==> src/dpl_pkg.sv <==
// Purpose: constants and types for the debug port lock block
// Assumes: 25 MHz system clock, Avalon-MM slave with 32-bit data
// Notes: register offsets are byte addresses
// Functional notes
// - The lock output is 1 when at least 28 of the 32 latch bits match the pattern.
// - While the sampled lock is 1, every debug, test and programming port stays off.
// - Once the latch matches, committing or erasing the latch is refused.
// - The latch is sampled only at reset release and held until the next reset.
// - A key write is accepted only while the flash protection level is zero.
// - After the key is written, port access continues until the next reset.
// - The latch contents stay readable so a host can identify a locked part.
// - Protection levels only rise; only a full device erase brings them down.
// - A block erase, program or verify runs only if that block's security bit allows it.
// - The whole device can be erased and verified over either debug port.
// - Only serial-wire with single-pin trace or parallel trace, or scan with parallel trace.
// - Parallel trace takes 5 pins, single-pin trace 1 pin shared with a scan pin.
package dpl_pkg;
  localparam logic [4:0] OFS_PORT_CFG = 5'h00;
  localparam logic [4:0] OFS_KEY_STAGE = 5'h04;
  localparam logic [4:0] OFS_CMD = 5'h08;
  localparam logic [4:0] OFS_STATUS = 5'h0C;
  localparam logic [4:0] OFS_LATCH = 5'h10;
  localparam logic [4:0] OFS_BLK_SEC = 5'h14;
  // arbitrary pattern value, not taken from any part
  localparam logic [31:0] LOCK_PATTERN = 32'hA5C396E1;
  localparam logic [5:0] MATCH_MIN = 6'h1C;
  localparam int TRACE_PINS = 5;
  localparam int PIN_TRACE_PINS = 1;
  localparam int CFG_JTAG = 0;
  localparam int CFG_SWD = 1;
  localparam int CFG_PIN_TRACE = 2;
  localparam int CFG_TRACE = 3;
  localparam int CMD_COMMIT = 0;
  localparam int CMD_LERASE = 1;
  localparam int CMD_FLASH = 2;
  localparam int CMD_PROT = 3;
  localparam int CMD_OP_LSB = 4;
  localparam int CMD_LVL_LSB = 8;
  localparam int CMD_BLK_LSB = 12;
  localparam logic [3:0] CFG_RST = 4'h1;
  localparam logic [15:0] BLK_SEC_RST = 16'hFFFF;
  typedef enum logic [2:0] {
    OP_FULL_ERASE = 3'b000,
    OP_FULL_PROG = 3'b001,
    OP_FULL_VERIFY = 3'b010,
    OP_BLK_ERASE = 3'b100,
    OP_BLK_PROG = 3'b101,
    OP_BLK_VERIFY = 3'b110
  } dpl_op_t;
  typedef struct packed {
    logic waitreq;
    logic [31:0] rdata;
    logic sampled;
    logic locked;
    logic [3:0] cfg;
    logic [31:0] stage;
    logic [15:0] blk_sec;
    logic refused;
    logic nv_prog;
    logic nv_erase;
    logic op_stb;
    logic [2:0] op;
    logic [3:0] blk;
    logic prot_set;
    logic [1:0] prot_lvl;
    logic [3:0] ports;
    logic pair_err;
  } dpl_state_t;
endpackage

==> src/dpl_lock.sv <==
// Purpose: access lock, flash command gate and debug/trace port enables
// Assumes: nonvolatile latch and flash live outside; their levels are synchronous inputs
// Notes: one-cycle waitrequest; writes take effect when waitrequest is low
//
// The placing of the registers and the Avalon-MM register port were left to the implementer.
`timescale 1ns/10ps
module dpl_lock
  import dpl_pkg::*;
(
  input wire logic clk_sys_i,
  input wire logic rst_b_i,
  input wire logic [4:0] avs_address_i,
  input wire logic avs_read_i,
  input wire logic avs_write_i,
  input wire logic [31:0] avs_writedata_i,
  input wire logic [3:0] avs_byteenable_i,
  output logic [31:0] avs_readdata_o,
  output logic avs_waitrequest_o,
  input wire logic [31:0] latch_nv_i,
  input wire logic [1:0] prot_level_i,
  output logic [31:0] latch_data_o,
  output logic latch_prog_o,
  output logic latch_erase_o,
  output logic flash_op_stb_o,
  output logic [2:0] flash_op_o,
  output logic [3:0] flash_blk_o,
  output logic prot_set_o,
  output logic [1:0] prot_level_o,
  output logic jtag_en_o,
  output logic swd_en_o,
  output logic pin_trace_en_o,
  output logic trace_en_o
);
  dpl_state_t st;
  dpl_state_t nxt_st;
  logic [31:0] hit;
  logic latch_match;

  // per-bit agreement with the pattern
  genvar gi;
  generate
    for (gi = 0; gi < 32; gi++) begin : g_hit
      assign hit[gi] = (latch_nv_i[gi] == LOCK_PATTERN[gi]);
    end
  endgenerate

  function automatic logic [5:0] popcnt(input logic [31:0] v);
    logic [5:0] c;
    c = 6'h00;
    for (int i = 0; i < 32; i++) begin
      c = c + {5'h00, v[i]};
    end
    return c;
  endfunction

  function automatic logic [31:0] merge(input logic [31:0] o, input logic [31:0] n,
                                        input logic [3:0] be);
    logic [31:0] r;
    r = o;
    for (int i = 0; i < 4; i++) begin
      if (be[i]) begin
        r[i*8 +: 8] = n[i*8 +: 8];
      end
    end
    return r;
  endfunction

  assign latch_match = (popcnt(hit) >= MATCH_MIN);

  always_comb begin
    logic req;
    logic wr;
    logic open_acc;
    logic [3:0] want;
    logic [1:0] lvl;
    logic [2:0] op;
    logic [3:0] blk;
    logic [31:0] mrg;
    req = 1'b0;
    wr = 1'b0;
    open_acc = 1'b0;
    want = 4'h0;
    lvl = 2'h0;
    op = 3'h0;
    blk = 4'h0;
    mrg = 32'h0;
    nxt_st = st;
    nxt_st.nv_prog = 1'b0;
    nxt_st.nv_erase = 1'b0;
    nxt_st.op_stb = 1'b0;
    nxt_st.prot_set = 1'b0;
    // lock level caught once, in the first cycle after reset release
    if (!st.sampled) begin
      nxt_st.sampled = 1'b1;
      nxt_st.locked = latch_match;
    end
    req = avs_read_i | avs_write_i;
    nxt_st.waitreq = !(req && st.waitreq);
    wr = avs_write_i && !st.waitreq;
    // debug access open only after sampling and while unlocked
    open_acc = st.sampled && !st.locked;
    if (req && st.waitreq) begin
      if (avs_address_i == OFS_PORT_CFG) begin
        nxt_st.rdata = {28'h0, st.cfg};
      end else if (avs_address_i == OFS_KEY_STAGE) begin
        nxt_st.rdata = st.stage;
      end else if (avs_address_i == OFS_STATUS) begin
        nxt_st.rdata = {22'h0, st.pair_err, prot_level_i, st.refused,
                        st.ports, latch_match, st.locked};
      end else if (avs_address_i == OFS_LATCH) begin
        nxt_st.rdata = latch_nv_i;
      end else if (avs_address_i == OFS_BLK_SEC) begin
        nxt_st.rdata = {16'h0, st.blk_sec};
      end else begin
        nxt_st.rdata = 32'h0;
      end
    end
    if (wr) begin
      if (!open_acc) begin
        nxt_st.refused = 1'b1;
      end else if (avs_address_i == OFS_PORT_CFG) begin
        mrg = merge({28'h0, st.cfg}, avs_writedata_i, avs_byteenable_i);
        nxt_st.cfg = mrg[3:0];
      end else if (avs_address_i == OFS_BLK_SEC) begin
        mrg = merge({16'h0, st.blk_sec}, avs_writedata_i, avs_byteenable_i);
        nxt_st.blk_sec = mrg[15:0];
      end else if (avs_address_i == OFS_KEY_STAGE) begin
        if (prot_level_i == 2'h0) begin
          nxt_st.stage = merge(st.stage, avs_writedata_i, avs_byteenable_i);
        end else begin
          nxt_st.refused = 1'b1;
        end
      end else if (avs_address_i == OFS_CMD) begin
        nxt_st.refused = 1'b0;
        lvl = avs_writedata_i[CMD_LVL_LSB +: 2];
        op = avs_writedata_i[CMD_OP_LSB +: 3];
        blk = avs_writedata_i[CMD_BLK_LSB +: 4];
        // the key in the stage reaches the cells only by commit
        if (avs_writedata_i[CMD_COMMIT] || avs_writedata_i[CMD_LERASE]) begin
          if (latch_match || prot_level_i != 2'h0) begin
            nxt_st.refused = 1'b1;
          end else begin
            nxt_st.nv_prog = avs_writedata_i[CMD_COMMIT];
            nxt_st.nv_erase = avs_writedata_i[CMD_LERASE];
          end
        end
        if (avs_writedata_i[CMD_FLASH]) begin
          if (op[2] && !st.blk_sec[blk]) begin
            nxt_st.refused = 1'b1;
          end else if (op == 3'b011 || op == 3'b111) begin
            nxt_st.refused = 1'b1;
          end else begin
            nxt_st.op_stb = 1'b1;
            nxt_st.op = op;
            nxt_st.blk = blk;
          end
        end
        if (avs_writedata_i[CMD_PROT]) begin
          if (lvl > prot_level_i) begin
            nxt_st.prot_set = 1'b1;
            nxt_st.prot_lvl = lvl;
          end else begin
            nxt_st.refused = 1'b1;
          end
        end
      end
    end
    // port enables follow the held lock and the legal pairings
    want = nxt_st.cfg;
    nxt_st.pair_err = 1'b0;
    if (want[CFG_JTAG] && want[CFG_SWD]) begin
      want[CFG_SWD] = 1'b0;
      nxt_st.pair_err = 1'b1;
    end
    if (want[CFG_JTAG] && want[CFG_PIN_TRACE]) begin
      want[CFG_PIN_TRACE] = 1'b0;
      nxt_st.pair_err = 1'b1;
    end
    if (want[CFG_PIN_TRACE] && want[CFG_TRACE]) begin
      want[CFG_PIN_TRACE] = 1'b0;
      nxt_st.pair_err = 1'b1;
    end
    if (!nxt_st.sampled || nxt_st.locked) begin
      nxt_st.ports = 4'h0;
    end else begin
      nxt_st.ports = want;
    end
  end

  always_ff @(posedge clk_sys_i or negedge rst_b_i) begin
    if (!rst_b_i) begin
      st <= '0;
      st.waitreq <= 1'b1;
      st.cfg <= CFG_RST;
      st.blk_sec <= BLK_SEC_RST;
    end else begin
      st <= nxt_st;
    end
  end

  assign avs_readdata_o = st.rdata;
  assign avs_waitrequest_o = st.waitreq;
  assign latch_data_o = st.stage;
  assign latch_prog_o = st.nv_prog;
  assign latch_erase_o = st.nv_erase;
  assign flash_op_stb_o = st.op_stb;
  assign flash_op_o = st.op;
  assign flash_blk_o = st.blk;
  assign prot_set_o = st.prot_set;
  assign prot_level_o = st.prot_lvl;
  assign jtag_en_o = st.ports[CFG_JTAG];
  assign swd_en_o = st.ports[CFG_SWD];
  assign pin_trace_en_o = st.ports[CFG_PIN_TRACE];
  assign trace_en_o = st.ports[CFG_TRACE];

  a_lock_from_match: assert property (
    @(posedge clk_sys_i) disable iff (!rst_b_i)
    $rose(st.sampled) |-> st.locked == $past(latch_match))
    else $error("lock level differs from latch vote");

  a_ports_off_locked: assert property (
    @(posedge clk_sys_i) disable iff (!rst_b_i)
    st.locked |-> !(jtag_en_o || swd_en_o || pin_trace_en_o || trace_en_o))
    else $error("port enabled while locked");

  a_no_latch_change: assert property (
    @(posedge clk_sys_i) disable iff (!rst_b_i)
    (latch_prog_o || latch_erase_o) |-> !$past(latch_match))
    else $error("latch changed after match");

  a_lock_held: assert property (
    @(posedge clk_sys_i) disable iff (!rst_b_i)
    $past(st.sampled) |-> $stable(st.locked))
    else $error("lock level moved between resets");

  a_key_prot_gate: assert property (
    @(posedge clk_sys_i) disable iff (!rst_b_i)
    $changed(st.stage) |-> $past(prot_level_i) == 2'h0)
    else $error("key taken with protection set");

  a_open_after_key: assert property (
    @(posedge clk_sys_i) disable iff (!rst_b_i)
    latch_prog_o |-> !st.locked ##1 !st.locked)
    else $error("lock took effect before reset");

  a_prot_rise_only: assert property (
    @(posedge clk_sys_i) disable iff (!rst_b_i)
    prot_set_o |-> prot_level_o > $past(prot_level_i))
    else $error("protection level lowered");

  a_blk_sec_gate: assert property (
    @(posedge clk_sys_i) disable iff (!rst_b_i)
    (flash_op_stb_o && flash_op_o[2]) |-> st.blk_sec[flash_blk_o])
    else $error("block op without block permission");

  a_full_op_open: assert property (
    @(posedge clk_sys_i) disable iff (!rst_b_i)
    flash_op_stb_o |-> $past(st.sampled && !st.locked))
    else $error("flash op while closed");

  a_scan_swd_pair: assert property (
    @(posedge clk_sys_i) disable iff (!rst_b_i)
    !(jtag_en_o && swd_en_o) && !(pin_trace_en_o && trace_en_o))
    else $error("illegal debug pairing");

  a_pin_trace_scan: assert property (
    @(posedge clk_sys_i) disable iff (!rst_b_i)
    !(pin_trace_en_o && jtag_en_o))
    else $error("single-pin trace with scan");

  a_normal_enable: assert property (
    @(posedge clk_sys_i) disable iff (!rst_b_i)
    (st.sampled && !st.locked && st.cfg[CFG_TRACE]) |-> trace_en_o)
    else $error("unlocked port not following config");

  a_ports_before_sample: assert property (
    @(posedge clk_sys_i) disable iff (!rst_b_i)
    !st.sampled |-> !(jtag_en_o || swd_en_o || pin_trace_en_o || trace_en_o))
    else $error("port enabled before lock sampled");

  a_write_refused_locked: assert property (
    @(posedge clk_sys_i) disable iff (!rst_b_i)
    (avs_write_i && !avs_waitrequest_o && st.locked) |=> st.refused)
    else $error("write not refused while locked");

  a_nv_quiet_locked: assert property (
    @(posedge clk_sys_i) disable iff (!rst_b_i)
    st.locked |-> !(latch_prog_o || latch_erase_o))
    else $error("latch command while locked");

  a_key_refused: assert property (
    @(posedge clk_sys_i) disable iff (!rst_b_i)
    (avs_write_i && !avs_waitrequest_o && avs_address_i == OFS_KEY_STAGE
      && prot_level_i != 2'h0) |=> $stable(st.stage))
    else $error("key stage moved with protection set");

  a_blk_op_refused: assert property (
    @(posedge clk_sys_i) disable iff (!rst_b_i)
    (avs_write_i && !avs_waitrequest_o && avs_address_i == OFS_CMD && st.sampled
      && !st.locked && avs_writedata_i[CMD_FLASH] && avs_writedata_i[CMD_OP_LSB + 2]
      && !st.blk_sec[avs_writedata_i[CMD_BLK_LSB +: 4]])
      |=> (!flash_op_stb_o && st.refused))
    else $error("block op not refused");

  a_jtag_follows: assert property (
    @(posedge clk_sys_i) disable iff (!rst_b_i)
    (st.sampled && !st.locked && st.cfg[CFG_JTAG]) |-> jtag_en_o)
    else $error("scan port not following config");
endmodule

==> config.mk <==
export PLATFORM = sky130hd
export DESIGN_NAME = dpl_lock
export DESIGN_NICKNAME = d
export VERILOG_FILES = /design/src/dpl_pkg.sv /design/src/dpl_lock.sv
export SDC_FILE = /design/constraint.sdc
export NUM_CORES = 1
export LEC_CHECK = 0
export BUFFER_PORTS_ARGS = -buffer_cell sky130_fd_sc_hd__buf_2
export CORE_MARGIN = 2
export CORE_UTILIZATION = 30
export DETAILED_ROUTE_END_ITERATION = 6
export GPL_TIMING_DRIVEN = 0
export SYNTH_ARGS = -nofsm -noshare
export SYNTH_HDL_FRONTEND = slang
export SYNTH_SLANG_ARGS = --single-unit
==> constraint.sdc <==
create_clock -name clk_sys_i -period 2.7 [get_ports clk_sys_i]
set_input_delay 0.54 -clock clk_sys_i [delete_from_list [all_inputs] [get_ports clk_sys_i]]
set_output_delay 0.54 -clock clk_sys_i [all_outputs]
set_load 0.03 [all_outputs]
==> results by group, run 1 <==
Routing
  – DR iter-0 viols: 204
  – Pre-antenna DRT Iters: 4
  – Final WL: 17,760 µm
  – Detail Route Antenna Nets: 0
  – DRC: 0
  – Via count: 4,694
  – DR WL/cell: 17.16 µm
  – Drt via density: 4.535

Status
  – Failing checks: negative setup slack
  – Outcome: complete, but fails checks

Worst setup path
  – Worst R2R Path Depth: 5
  – Critical Path RT: 2.93 ns
  – Crit Path Category: in2reg
  – Slowest CP cell: fa_1
  – FF-to-FF Start: st[71]
  – CP Capture Type: flip-flop
  – WP data arrival: 5.19 ns
  – Crit-path most repeated cell: fa_1
  – Worst-path cell chain: buf_2 -> inv_2 -> fa_1 -> fa_1 -> inv_1 -> fa_1 -> inv_2 -> fa_1 -> fa_1 -> fa_1 -> inv_2 -> ha_4 -> fa_2 -> xnor2_1 -> a311o_1 -> a21o_4 -> a31oi_4 -> nor3_1
  – Reg2Reg Setup Slack: 0.17 ns
  – Critical R2R Capture: latch_data_o[6]
  – CP max stage delay: 0.52 ns
  – Critical path fanouts, max: 5
  – Startpoint Class: input pin

Cells and area
  – Fraction of layout cells with a size suffix above 1: 0.4784
  – Count of inserted antenna diode cells: 0
  – Finished Cell Area: 7865 µm²
  – Reg area: 2675 µm²
  – Fillers: 2,097
  – Area growth from synthesis to layout: 25.97%
  – Most frequent cells in the layout: buf_2 (157), dfrtp_1 (88), buf_4 (79)
  – Leading cell type in the layout, fill and taps excluded: buf_2
  – Final #Nets: 872
  – Multi-input gate area: 2749 µm²

Yosys
  – Most used flip-flop cell after synthesis: dfrtp_1
  – Largest family of logic cells by synthesized area: buffers and inverters
  – Avg Cell Area, Syn: 10.65 µm²
  – Post-synthesis mux area share: 0.1413
  – Mapped Area: 6243 µm²
  – Cell taking the most area after synthesis: dfrtp_1
  – Post-synthesis cell count: 586
  – Register bit total from synthesis: 106
  – Syn. warnings: 0
  – Top-area cell type share of the netlist area: 0.3527
  – Register area share after synthesis: 0.4285
  – Adder-cell share of the synthesized area: 0.09499
  – Synth top area cells: dfrtp_1 (35%), mux2_2 (11%), buf_4 (8.9%), fa_1 (7.7%), dfstp_2 (7.6%)
  – Post-synthesis xor/xnor area fraction: 0.001403
  – Post-synthesis compound-gate area fraction: 0.1120
  – Synth cell types: 53
  – Syn_nets: 698
  – Post-synth EDFFs: 0
  – Ys async rst share: 1.000
  – Simple-gate portion of the synthesized area: 0.07916

STA
  – Final worst path period need: 4.954 ns
  – RSZ-0062 raised after global routing: true
  – Clock skew: 0.008562 ns
  – Setup violation total in the final timing report: 9
  – Tcrit/Tclk final: 1.835
  – Worst hold slack: 0.2014 ns
  – Slack of the critical path: -2.254 ns
  – Final Max Slew Viols: 0
  – Least-Margin Pin Slew: 0.7161 ns
  – Final hold violation count: 0
  – Rel. slew slack: 0.5200
  – Maximum clock rate: 201.9 MHz

Floorplan
  – Io pins: 161
  – Die Wd: 148.3 µm
  – Core Rows: 52
  – Die Y: 148.3 µm
  – Initial Util: 0.3076
  – Die area: 21,980 µm²
  – Core area: 20,300 µm²

Global route
  – Total gr overflow: 0
  – Number of global-route vias before repair: 4,898
  – Largest net degree at the start of global routing: 63
  – Total Routing Usage GR: 0.1662
  – Initial antenna violation count: 0
  – First-pass GRT wire length: 27,860 µm

Placed design
  – Dpl hpwl: 14,210 µm
  – Final GP Congestion: 0.8292
  – Cell Area, Placed: 7445 µm²
  – Port Buffer Count: 160

CTS
  – Later-pin clock latency in the skew report: 0.35 ns
  – Cts bufs inserted: 9
  – CTS root buf: clkbuf_16
  – H-tree levels: 3
  – Total clock sinks: 106
  – Clk buf depth: 2
  – Clock Pin Slew Worst Setup and Hold Paths: 0.07 ns
  – CTS tree: done

Power
  – Peak supply drop: 491.4 µV
  – PwrDens: 624.5 nW/µm²
  – Pleak: 4.175 nW
  – Final total power: 4.912 mW

Worst hold path
  – Hold Crit Class: in2async

Flow run
  – Max-Cap Viols: 0
## through the flow
stage,instances,setup TNS (ns),setup slack (ns),utilization
CTS,1033,-19.71,-2.264,0.3855
global route,1035,-20.93,-2.375,0.3875
floorplan,586,-19.99,-2.264,-
global placement,1016,-46.36,-2.708,0.3653
detailed placement,1017,-27.32,-2.729,0.3667
finish,1035,-19.85,-2.254,0.3875
## final cells by class
cell class	instances	area share
buffer	93	0.08129
clock buffer	12	0.03388
clock inverter	4	0.007000
inverter	66	0.03341
multi-input combinational	321	0.3495
sequential	106	0.3401
tap	270	0.04295
timing repair buffer	163	0.1118
## power breakdown
group	switching, mW	total, mW	internal, mW
clock	0.614	1.42	0.803
sequential	0.0395	1.70	1.66
combinational	1.03	1.80	0.764
total	1.69	4.91	3.22
## per-layer routing
| metal | vias up | track usage | wire length, µm |
|---|---|---|---|
| met2 | 168 | 0.2750 | 8395 |
| met3 | 7 | 0.03712 | 1246 |
| li1 | 2261 | - | - |
| met4 | 0 | 0.02381 | 86 |
| met1 | 2258 | 0.2292 | 8027 |
| met5 | - | 0 | 0 |
## flip-flops by register name, indices dropped and copies added, names as in the netlist, 2 cells and up
signal / flops
avs_readdata_o: 32
flash_op_o: 3
flash_blk_o: 4
prot_level_o: 2
st: 24
latch_data_o: 32
## kinds of logic (layout without fill, tap and decap cells)
kind of cell | count (synthesis) | in the layout
and+or+nand+nor | 100 | 100
AOI/OAI and AO/OA | 108 | 108
adders and majority gates | 33 | 33
buffers and inverters | 159 | 338
DFF | 106 | 106
xor gates and xnor gates | 1 | 1
other | 1 | 1
muxes | 78 | 78
## synthesized netlist by cell type, drive strengths merged (4+ instances only)
master,number
a21o,4
a21oi,9
a22oi,28
buf,80
clkbuf,13
dfrtp,88
dfstp,18
fa,24
ha,9
inv,66
mux2,61
mux2i,15
nand2,51
nand3,6
nor2,11
nor2b,5
nor3,8
nor4,4
o21ai,42
o31ai,6
## worst max-delay path by stage
stage | from | slack, ns | end | cells after the start
5_1_grt | latch_nv_i[19] | -2.38 | swd_en_o | 17
3_3_place_gp | latch_nv_i[21] | -2.71 | swd_en_o | 17
3_5_place_dp | latch_nv_i[21] | -2.73 | swd_en_o | 17
2_1_floorplan | latch_nv_i[21] | -2.26 | avs_readdata_o[1] | 16
4_1_cts | latch_nv_i[19] | -2.26 | swd_en_o | 17
6_report | latch_nv_i[23] | -2.25 | swd_en_o | 18
## what timing repair did
action,4_1_cts,5_1_grt
gates resized for setup,20,8
endpoints found under the setup margin,9,9
pin swaps,6,5
gates cloned,0,0
hold buffers,0,0
setup buffers,0,2
endpoints found under the hold margin,0,0
## worst max-delay path: cells and delay by family
kind	cells	cell delay [ns]
AO/OA/AOI/OAI	3	0.71
XOR/XNOR	1	0.13
adder cells (fa/ha/maj)	8	3.43
buffers and inverters	5	0.29
AND/OR/NAND/NOR	1	0.09
Note: power is estimated with default switching activity, not from simulation.
==> run 2, diff against run 1 <==
--- a/config.mk
+++ b/config.mk
@@ -10,6 +10,7 @@
 export CORE_UTILIZATION = 30
 export DETAILED_ROUTE_END_ITERATION = 6
 export GPL_TIMING_DRIVEN = 0
+export RECOVER_POWER = 25
 export SYNTH_ARGS = -nofsm -noshare
 export SYNTH_HDL_FRONTEND = slang
 export SYNTH_SLANG_ARGS = --single-unit
==> run 2 against run 1 <==
Effect of this change: highest routed layer unchanged; critical endpoint unchanged; largest cell class unchanged; maximum frequency is essentially flat; via count increased by 0.21%; critical path type unchanged; utilization is 0.11 points lower; the flow still finishes with violations (negative setup slack); sequential power about the same; setup slack worse by 0.0029 ns; power hardly changed; clock skew decreased by 0.0011 ns; critical path depth stayed put; clock power is essentially flat; global-route usage unchanged; largest power group unchanged; first-iteration DRC count decreased by 2.0%; die area is the same.
==> results by group, run 2 (synthesized netlist as in run 1, its figures left out) <==
CTS
  – CTS tree: done
  – H-tree levels: 3
  – CTS root buf: clkbuf_16
  – Cts bufs inserted: 9
  – Hold_buf cts: 0
  – Later-pin clock latency in the skew report: 0.35 ns
  – Clk buf depth: 2
  – Clock Pin Slew Worst Setup and Hold Paths: 0.07 ns
  – Total clock sinks: 106

Power
  – Switch Pwr: 1.694 mW
  – Switch share: 0.3447
  – Final total power: 4.914 mW
  – Peak supply drop: 493.2 µV
  – Internal Power: 3.220 mW
  – Pleak: 4.167 nW
  – Reg power frac: 0.345
  – Clk network pwr share: 0.289
  – Combinational power share: 0.366
  – PwrDens: 626.6 nW/µm²

STA
  – Final Max Slew Viols: 0
  – Least-Margin Pin Slew: 1.124 ns
  – Tcrit/Tclk final: 1.836
  – Final hold violation count: 0
  – RSZ-0062 raised after global routing: true
  – Maximum clock rate: 201.7 MHz
  – Rel. slew slack: 0.2505
  – Clock skew: 0.007433 ns
  – Setup violation total in the final timing report: 9
  – Final worst path period need: 4.957 ns
  – Slack of the critical path: -2.257 ns
  – Fin Setup TNS: -19.87 ns

Floorplan
  – Initial Util: 0.3076
  – Die Wd: 148.3 µm
  – Die area: 21,980 µm²
  – Core area: 20,300 µm²
  – Io pins: 161
  – Core Rows: 52
  – Die Y: 148.3 µm

Cells and area
  – Finished Cell Area: 7843 µm²
  – Fraction of layout cells with a size suffix above 1: 0.4784
  – Most frequent cells in the layout: buf_2 (157), dfrtp_1 (88), buf_4 (78)
  – Area growth from synthesis to layout: 25.61%
  – Leading cell type in the layout, fill and taps excluded: buf_2
  – Final #Nets: 872
  – Count of inserted antenna diode cells: 0

Worst setup path
  – WP data arrival: 5.19 ns
  – Startpoint Class: input pin
  – FF-to-FF Start: st[71]
  – Critical R2R Capture: latch_data_o[6]
  – Crit-path most repeated cell: fa_1
  – Worst R2R Path Depth: 5
  – Critical Path RT: 2.94 ns
  – Worst-path cell chain: buf_2 -> inv_2 -> fa_1 -> fa_1 -> inv_1 -> fa_1 -> inv_2 -> fa_1 -> fa_1 -> fa_1 -> inv_2 -> ha_4 -> fa_2 -> xnor2_1 -> a311o_1 -> a21o_4 -> a31oi_4 -> nor3_1
  – Critical path fanouts, max: 5
  – CP Capture Type: flip-flop
  – Reg2Reg Setup Slack: 0.16 ns
  – Slowest CP cell: fa_1
  – CP max stage delay: 0.52 ns
  – Crit Path Category: in2reg

Global route
  – Number of global-route vias before repair: 4,898
  – Initial antenna violation count: 0
  – Largest net degree at the start of global routing: 63
  – Total gr overflow: 0
  – Total Routing Usage GR: 0.1662
  – First-pass GRT wire length: 27,860 µm

Routing
  – DR WL/cell: 17.17 µm
  – M1 WL: 8147 µm
  – Final WL: 17,770 µm
  – Pre-antenna DRT Iters: 4
  – DRC: 0
  – Detail Route Antenna Nets: 0
  – Met3 wire len: 1096 µm
  – Via count: 4,704
  – DR iter-0 viols: 200
  – Drt via density: 4.545
  – Metal2 WL: 8430 µm
  – Top routing layer in use: met4

Status
  – Failing checks: negative setup slack
  – Outcome: complete, but fails checks

Placed design
  – Port Buffer Count: 160
  – Dpl hpwl: 14,210 µm
  – Final GP Congestion: 0.8292
  – Cell Area, Placed: 7445 µm²

Worst hold path
  – Hold Crit Class: in2async

Flow run
  – Max-Cap Viols: 0
[run 2: changes by cell type in the layout (fill, tap and decap cells not counted), sizes merged]
cell | previous run | this run
buf | 243 | 241
clkbuf | 25 | 27
[run 2: critical path: cells and delay by family]
kind	cells	cell delay, ns
adders and majority gates	8	3.43
AOI/OAI and AO/OA	3	0.71
buffers and inverters	5	0.29
xor gates and xnor gates	1	0.13
and+or+nand+nor	1	0.09
[run 2: worst max-delay path by stage]
stage | startpoint | endpoint | slack [ns] | cells after the start
6_report | latch_nv_i[23] | swd_en_o | -2.26 | 18
3_3_place_gp | latch_nv_i[21] | swd_en_o | -2.71 | 17
4_1_cts | latch_nv_i[19] | swd_en_o | -2.26 | 17
5_1_grt | latch_nv_i[19] | swd_en_o | -2.38 | 17
2_1_floorplan | latch_nv_i[21] | avs_readdata_o[1] | -2.26 | 16
3_5_place_dp | latch_nv_i[21] | swd_en_o | -2.73 | 17
[run 2: layout make-up]
class	instances	area, µm²
Tap cell	270	337.8
Fill cell	2100	12460
Clock buffer	12	266.5
Timing Repair Buffer	163	857.1
Multi-Input combinational cell	321	2749
Inverter	66	262.8
Clock inverter	4	55.05
Buffer	93	639.4
Sequential cell	106	2675
[run 2: repair_timing]
action	4_1_cts	5_1_grt
endpoints found under the hold margin	0	0
gates resized for setup	20	8
pin swaps	6	5
buffers inserted	0	2
endpoints found under the setup margin	9	9
[run 2: layer usage]
metal	vias up	GRT usage
li1	2266	-
met1	2277	0.2292
met2	152	0.2750
met3	9	0.03712
met4	0	0.02381
met5	-	0
[run 2: per-stage QoR]
step / util / setup slack [ns] / hold WS, ns / instances
floorplan: - / -2.264 / 0.2444 / 586
global placement: 0.3653 / -2.708 / 0.4645 / 1016
detailed placement: 0.3667 / -2.729 / 0.4724 / 1017
CTS: 0.3855 / -2.264 / 0.2173 / 1033
global route: 0.3863 / -2.375 / 0.4054 / 1035
finish: 0.3863 / -2.257 / 0.3979 / 1035
[run 2: power by group through the flow]
stage               sequential (mW)  combinational [mW]  clock, mW
floorplan                      1.72                1.17          0
global placement               1.72                1.60          0
detailed placement             1.73                1.62          0
CTS                            1.70                1.71       1.47
global route                   1.70                2.07       1.52
finish                         1.70                1.80       1.42
==> run 3, diff against run 2 <==
==> constraint.sdc (replaced) <==
create_clock -name clk_sys_i -period 6.1 [get_ports clk_sys_i]
set_input_delay 1.22 -clock clk_sys_i [delete_from_list [all_inputs] [get_ports clk_sys_i]]
set_output_delay 1.22 -clock clk_sys_i [all_outputs]
set_load 0.03 [all_outputs]
==> run 3 against run 2 <==
Effect of this change: the run ends with max-capacitance violations, max-slew violations left; non-clock buffer count down 2; clock power shrank 57%; setup slack better by 2.4 ns; via count shrank 0.62%; count of clock-buffer cells in the layout fell by 2; routed wire length grew 0.97%; design area shrank 1.7%; utilization decreased by 0.65 points; largest power group is now sequential cells; highest routed layer is now met5.
==> results by group, run 3 (synthesized netlist as in run 1, its figures left out) <==
Status
  – Failing checks: max-capacitance violations, max-slew violations
  – Outcome: complete, but fails checks

STA
  – Rel. slew slack: -0.6744
  – Tcrit/Tclk final: 0.9707
  – RSZ-0062 raised after global routing: false
  – Worst hold slack: 0.4802 ns
  – Least-Margin Pin Slew: 2.512 ns
  – Final worst path period need: 5.921 ns
  – Final hold violation count: 0
  – Setup violation total in the final timing report: 0
  – Final Max Slew Viols: 48
  – Clock skew: 0.01341 ns
  – Maximum clock rate: 168.9 MHz

Global route
  – Initial antenna violation count: 1
  – Largest net degree at the start of global routing: 61
  – Total Routing Usage GR: 0.1683
  – First-pass GRT wire length: 27,760 µm
  – Number of global-route vias before repair: 4,814
  – Total gr overflow: 0

Cells and area
  – Final #Nets: 870
  – Area growth from synthesis to layout: 23.51%
  – Final Non-Filler Cells: 1,033
  – Fillers: 2,098
  – Most frequent cells in the layout: buf_2 (163), dfrtp_1 (88), buf_4 (74)
  – Leading cell type in the layout, fill and taps excluded: buf_2
  – Fraction of layout cells with a size suffix above 1: 0.4469
  – Finished Cell Area: 7711 µm²
  – Count of inserted antenna diode cells: 0

Routing
  – DR iter-0 viols: 199
  – Pre-antenna DRT Iters: 4
  – Final WL: 17,940 µm
  – Via count: 4,675
  – DR WL/cell: 17.37 µm
  – DRC: 0
  – Detail Route Antenna Nets: 0
  – Drt via density: 4.526

Power
  – PwrDens: 268.5 nW/µm²
  – Clk network pwr share: 0.296
  – Peak supply drop: 193.9 µV
  – Final total power: 2.070 mW
  – Reg power frac: 0.362
  – Switch Pwr: 718.6 µW
  – Combinational power share: 0.342
  – Internal Power: 1.351 mW
  – Pleak: 4.143 nW
  – Switch share: 0.3471

Worst setup path
  – Startpoint Class: input pin
  – WP data arrival: 6.16 ns
  – Worst R2R Path Depth: 5
  – CP Capture Type: flip-flop
  – Critical path fanouts, max: 5
  – Critical Path RT: 6.34 ns
  – Crit Path Category: in2reg

Placed design
  – Placed cells: 1,017
  – Cell Area, Placed: 7412 µm²
  – Final GP Congestion: 0.8173
  – Port Buffer Count: 160
  – Dpl hpwl: 14,400 µm

CTS
  – Later-pin clock latency in the skew report: 0.36 ns
  – Clock Pin Slew Worst Setup and Hold Paths: 0.08 ns
  – Clk buf depth: 2
  – H-tree levels: 3
  – CTS root buf: clkbuf_16
  – Cts bufs inserted: 9
  – Total clock sinks: 106
  – CTS tree: done

Floorplan
  – Core Rows: 52
  – Die Wd: 148.3 µm
  – Initial Util: 0.3076
  – Core area: 20,300 µm²
  – Io pins: 161
  – Die area: 21,980 µm²
  – Die Y: 148.3 µm

Worst hold path
  – Hold Crit Class: reg2reg
  – Hold Path Cell Cnt: 2

Flow run
  – Max-Cap Viols: 2
## run 3: cell types whose count changed in the layout (fill, tap and decap cells not counted), moves of 2 or more
cell / change
buf_6: -3
buf_2: +6
fa_1: +2
fa_2: -2
inv_1: +13
nor3_2: -2
clkbuf_8: -2
buf_4: -4
inv_2: -10
nor3_1: +2
## run 3: critical path: stages
cell	delay, ns
buf_2	0.12
inv_1	0.07
fa_1	0.53
inv_1	0.06
fa_1	0.47
fa_1	0.51
inv_1	0.05
fa_1	0.47
fa_1	0.53
fa_1	0.50
inv_1	0.04
ha_1	0.20
fa_1	0.39
xnor2_1	0.13
a311o_1	0.27
a21o_1	0.26
a31oi_4	0.23
nor3_1	0.10
## run 3: final timing paths
kind / from / to / slack (ns)
max reg2reg: st[71] / latch_data_o[6] / 3.49
min: avs_readdata_o[6] / avs_readdata_o[6] / 0.48
min reg2reg: avs_readdata_o[6] / avs_readdata_o[6] / 0.48
min in group asynchronous: rst_b_i / flash_blk_o[3] / 1.63
max: latch_nv_i[0] / swd_en_o / 0.18
max in group asynchronous: rst_b_i / avs_readdata_o[18] / 1.92
## run 3: stage by stage
stage | setup slack, ns | util | TNS (ns)
6_report | 0.1786 | 0.3799 | 0
5_1_grt | 0.001704 | 0.3799 | 0
4_1_cts | 0.03398 | 0.3807 | 0
3_5_place_dp | -0.4109 | 0.3651 | -2.498
3_3_place_gp | -0.3607 | 0.3637 | -2.203
2_1_floorplan | 0.1424 | - | 0
## run 3: power groups by stage
stage                     clock [mW]  combinational, mW  sequential, mW
after floorplan                    0              0.499           0.762
after global placement             0              0.689           0.763
after detailed placement           0              0.701           0.764
after CTS                      0.640              0.711           0.750
after global routing           0.664              0.816           0.754
final                          0.613              0.707           0.750
## run 3: timing repair
action                                  4_1_cts  5_1_grt
buffers inserted                              0        0
gates resized for setup                       1        2
pin swaps                                     0        1
endpoints found under the setup margin        1        8
hold buffers                                  0        0
## run 3: area by class of cell
type                       instances  area (µm²)  area share
buffer                            93       639.4     0.08291
sequential                       106        2675      0.3469
tap                              270       337.8     0.04381
clock inverter                     6       71.32    0.009249
clock buffer                      10       239.0     0.03099
inverter                          66       247.7     0.03213
timing repair buffer             161       804.5      0.1043
multi-input combinational        321        2696      0.3497
## run 3: per-layer routing
| metal | share of wire | GRT usage |
|---|---|---|
| met3 | 0.060 | 0.04110 |
| met2 | 0.48 | 0.2718 |
| met5 | 0.00072 | 0 |
| met4 | 0.0098 | 0.03667 |
| met1 | 0.45 | 0.2303 |
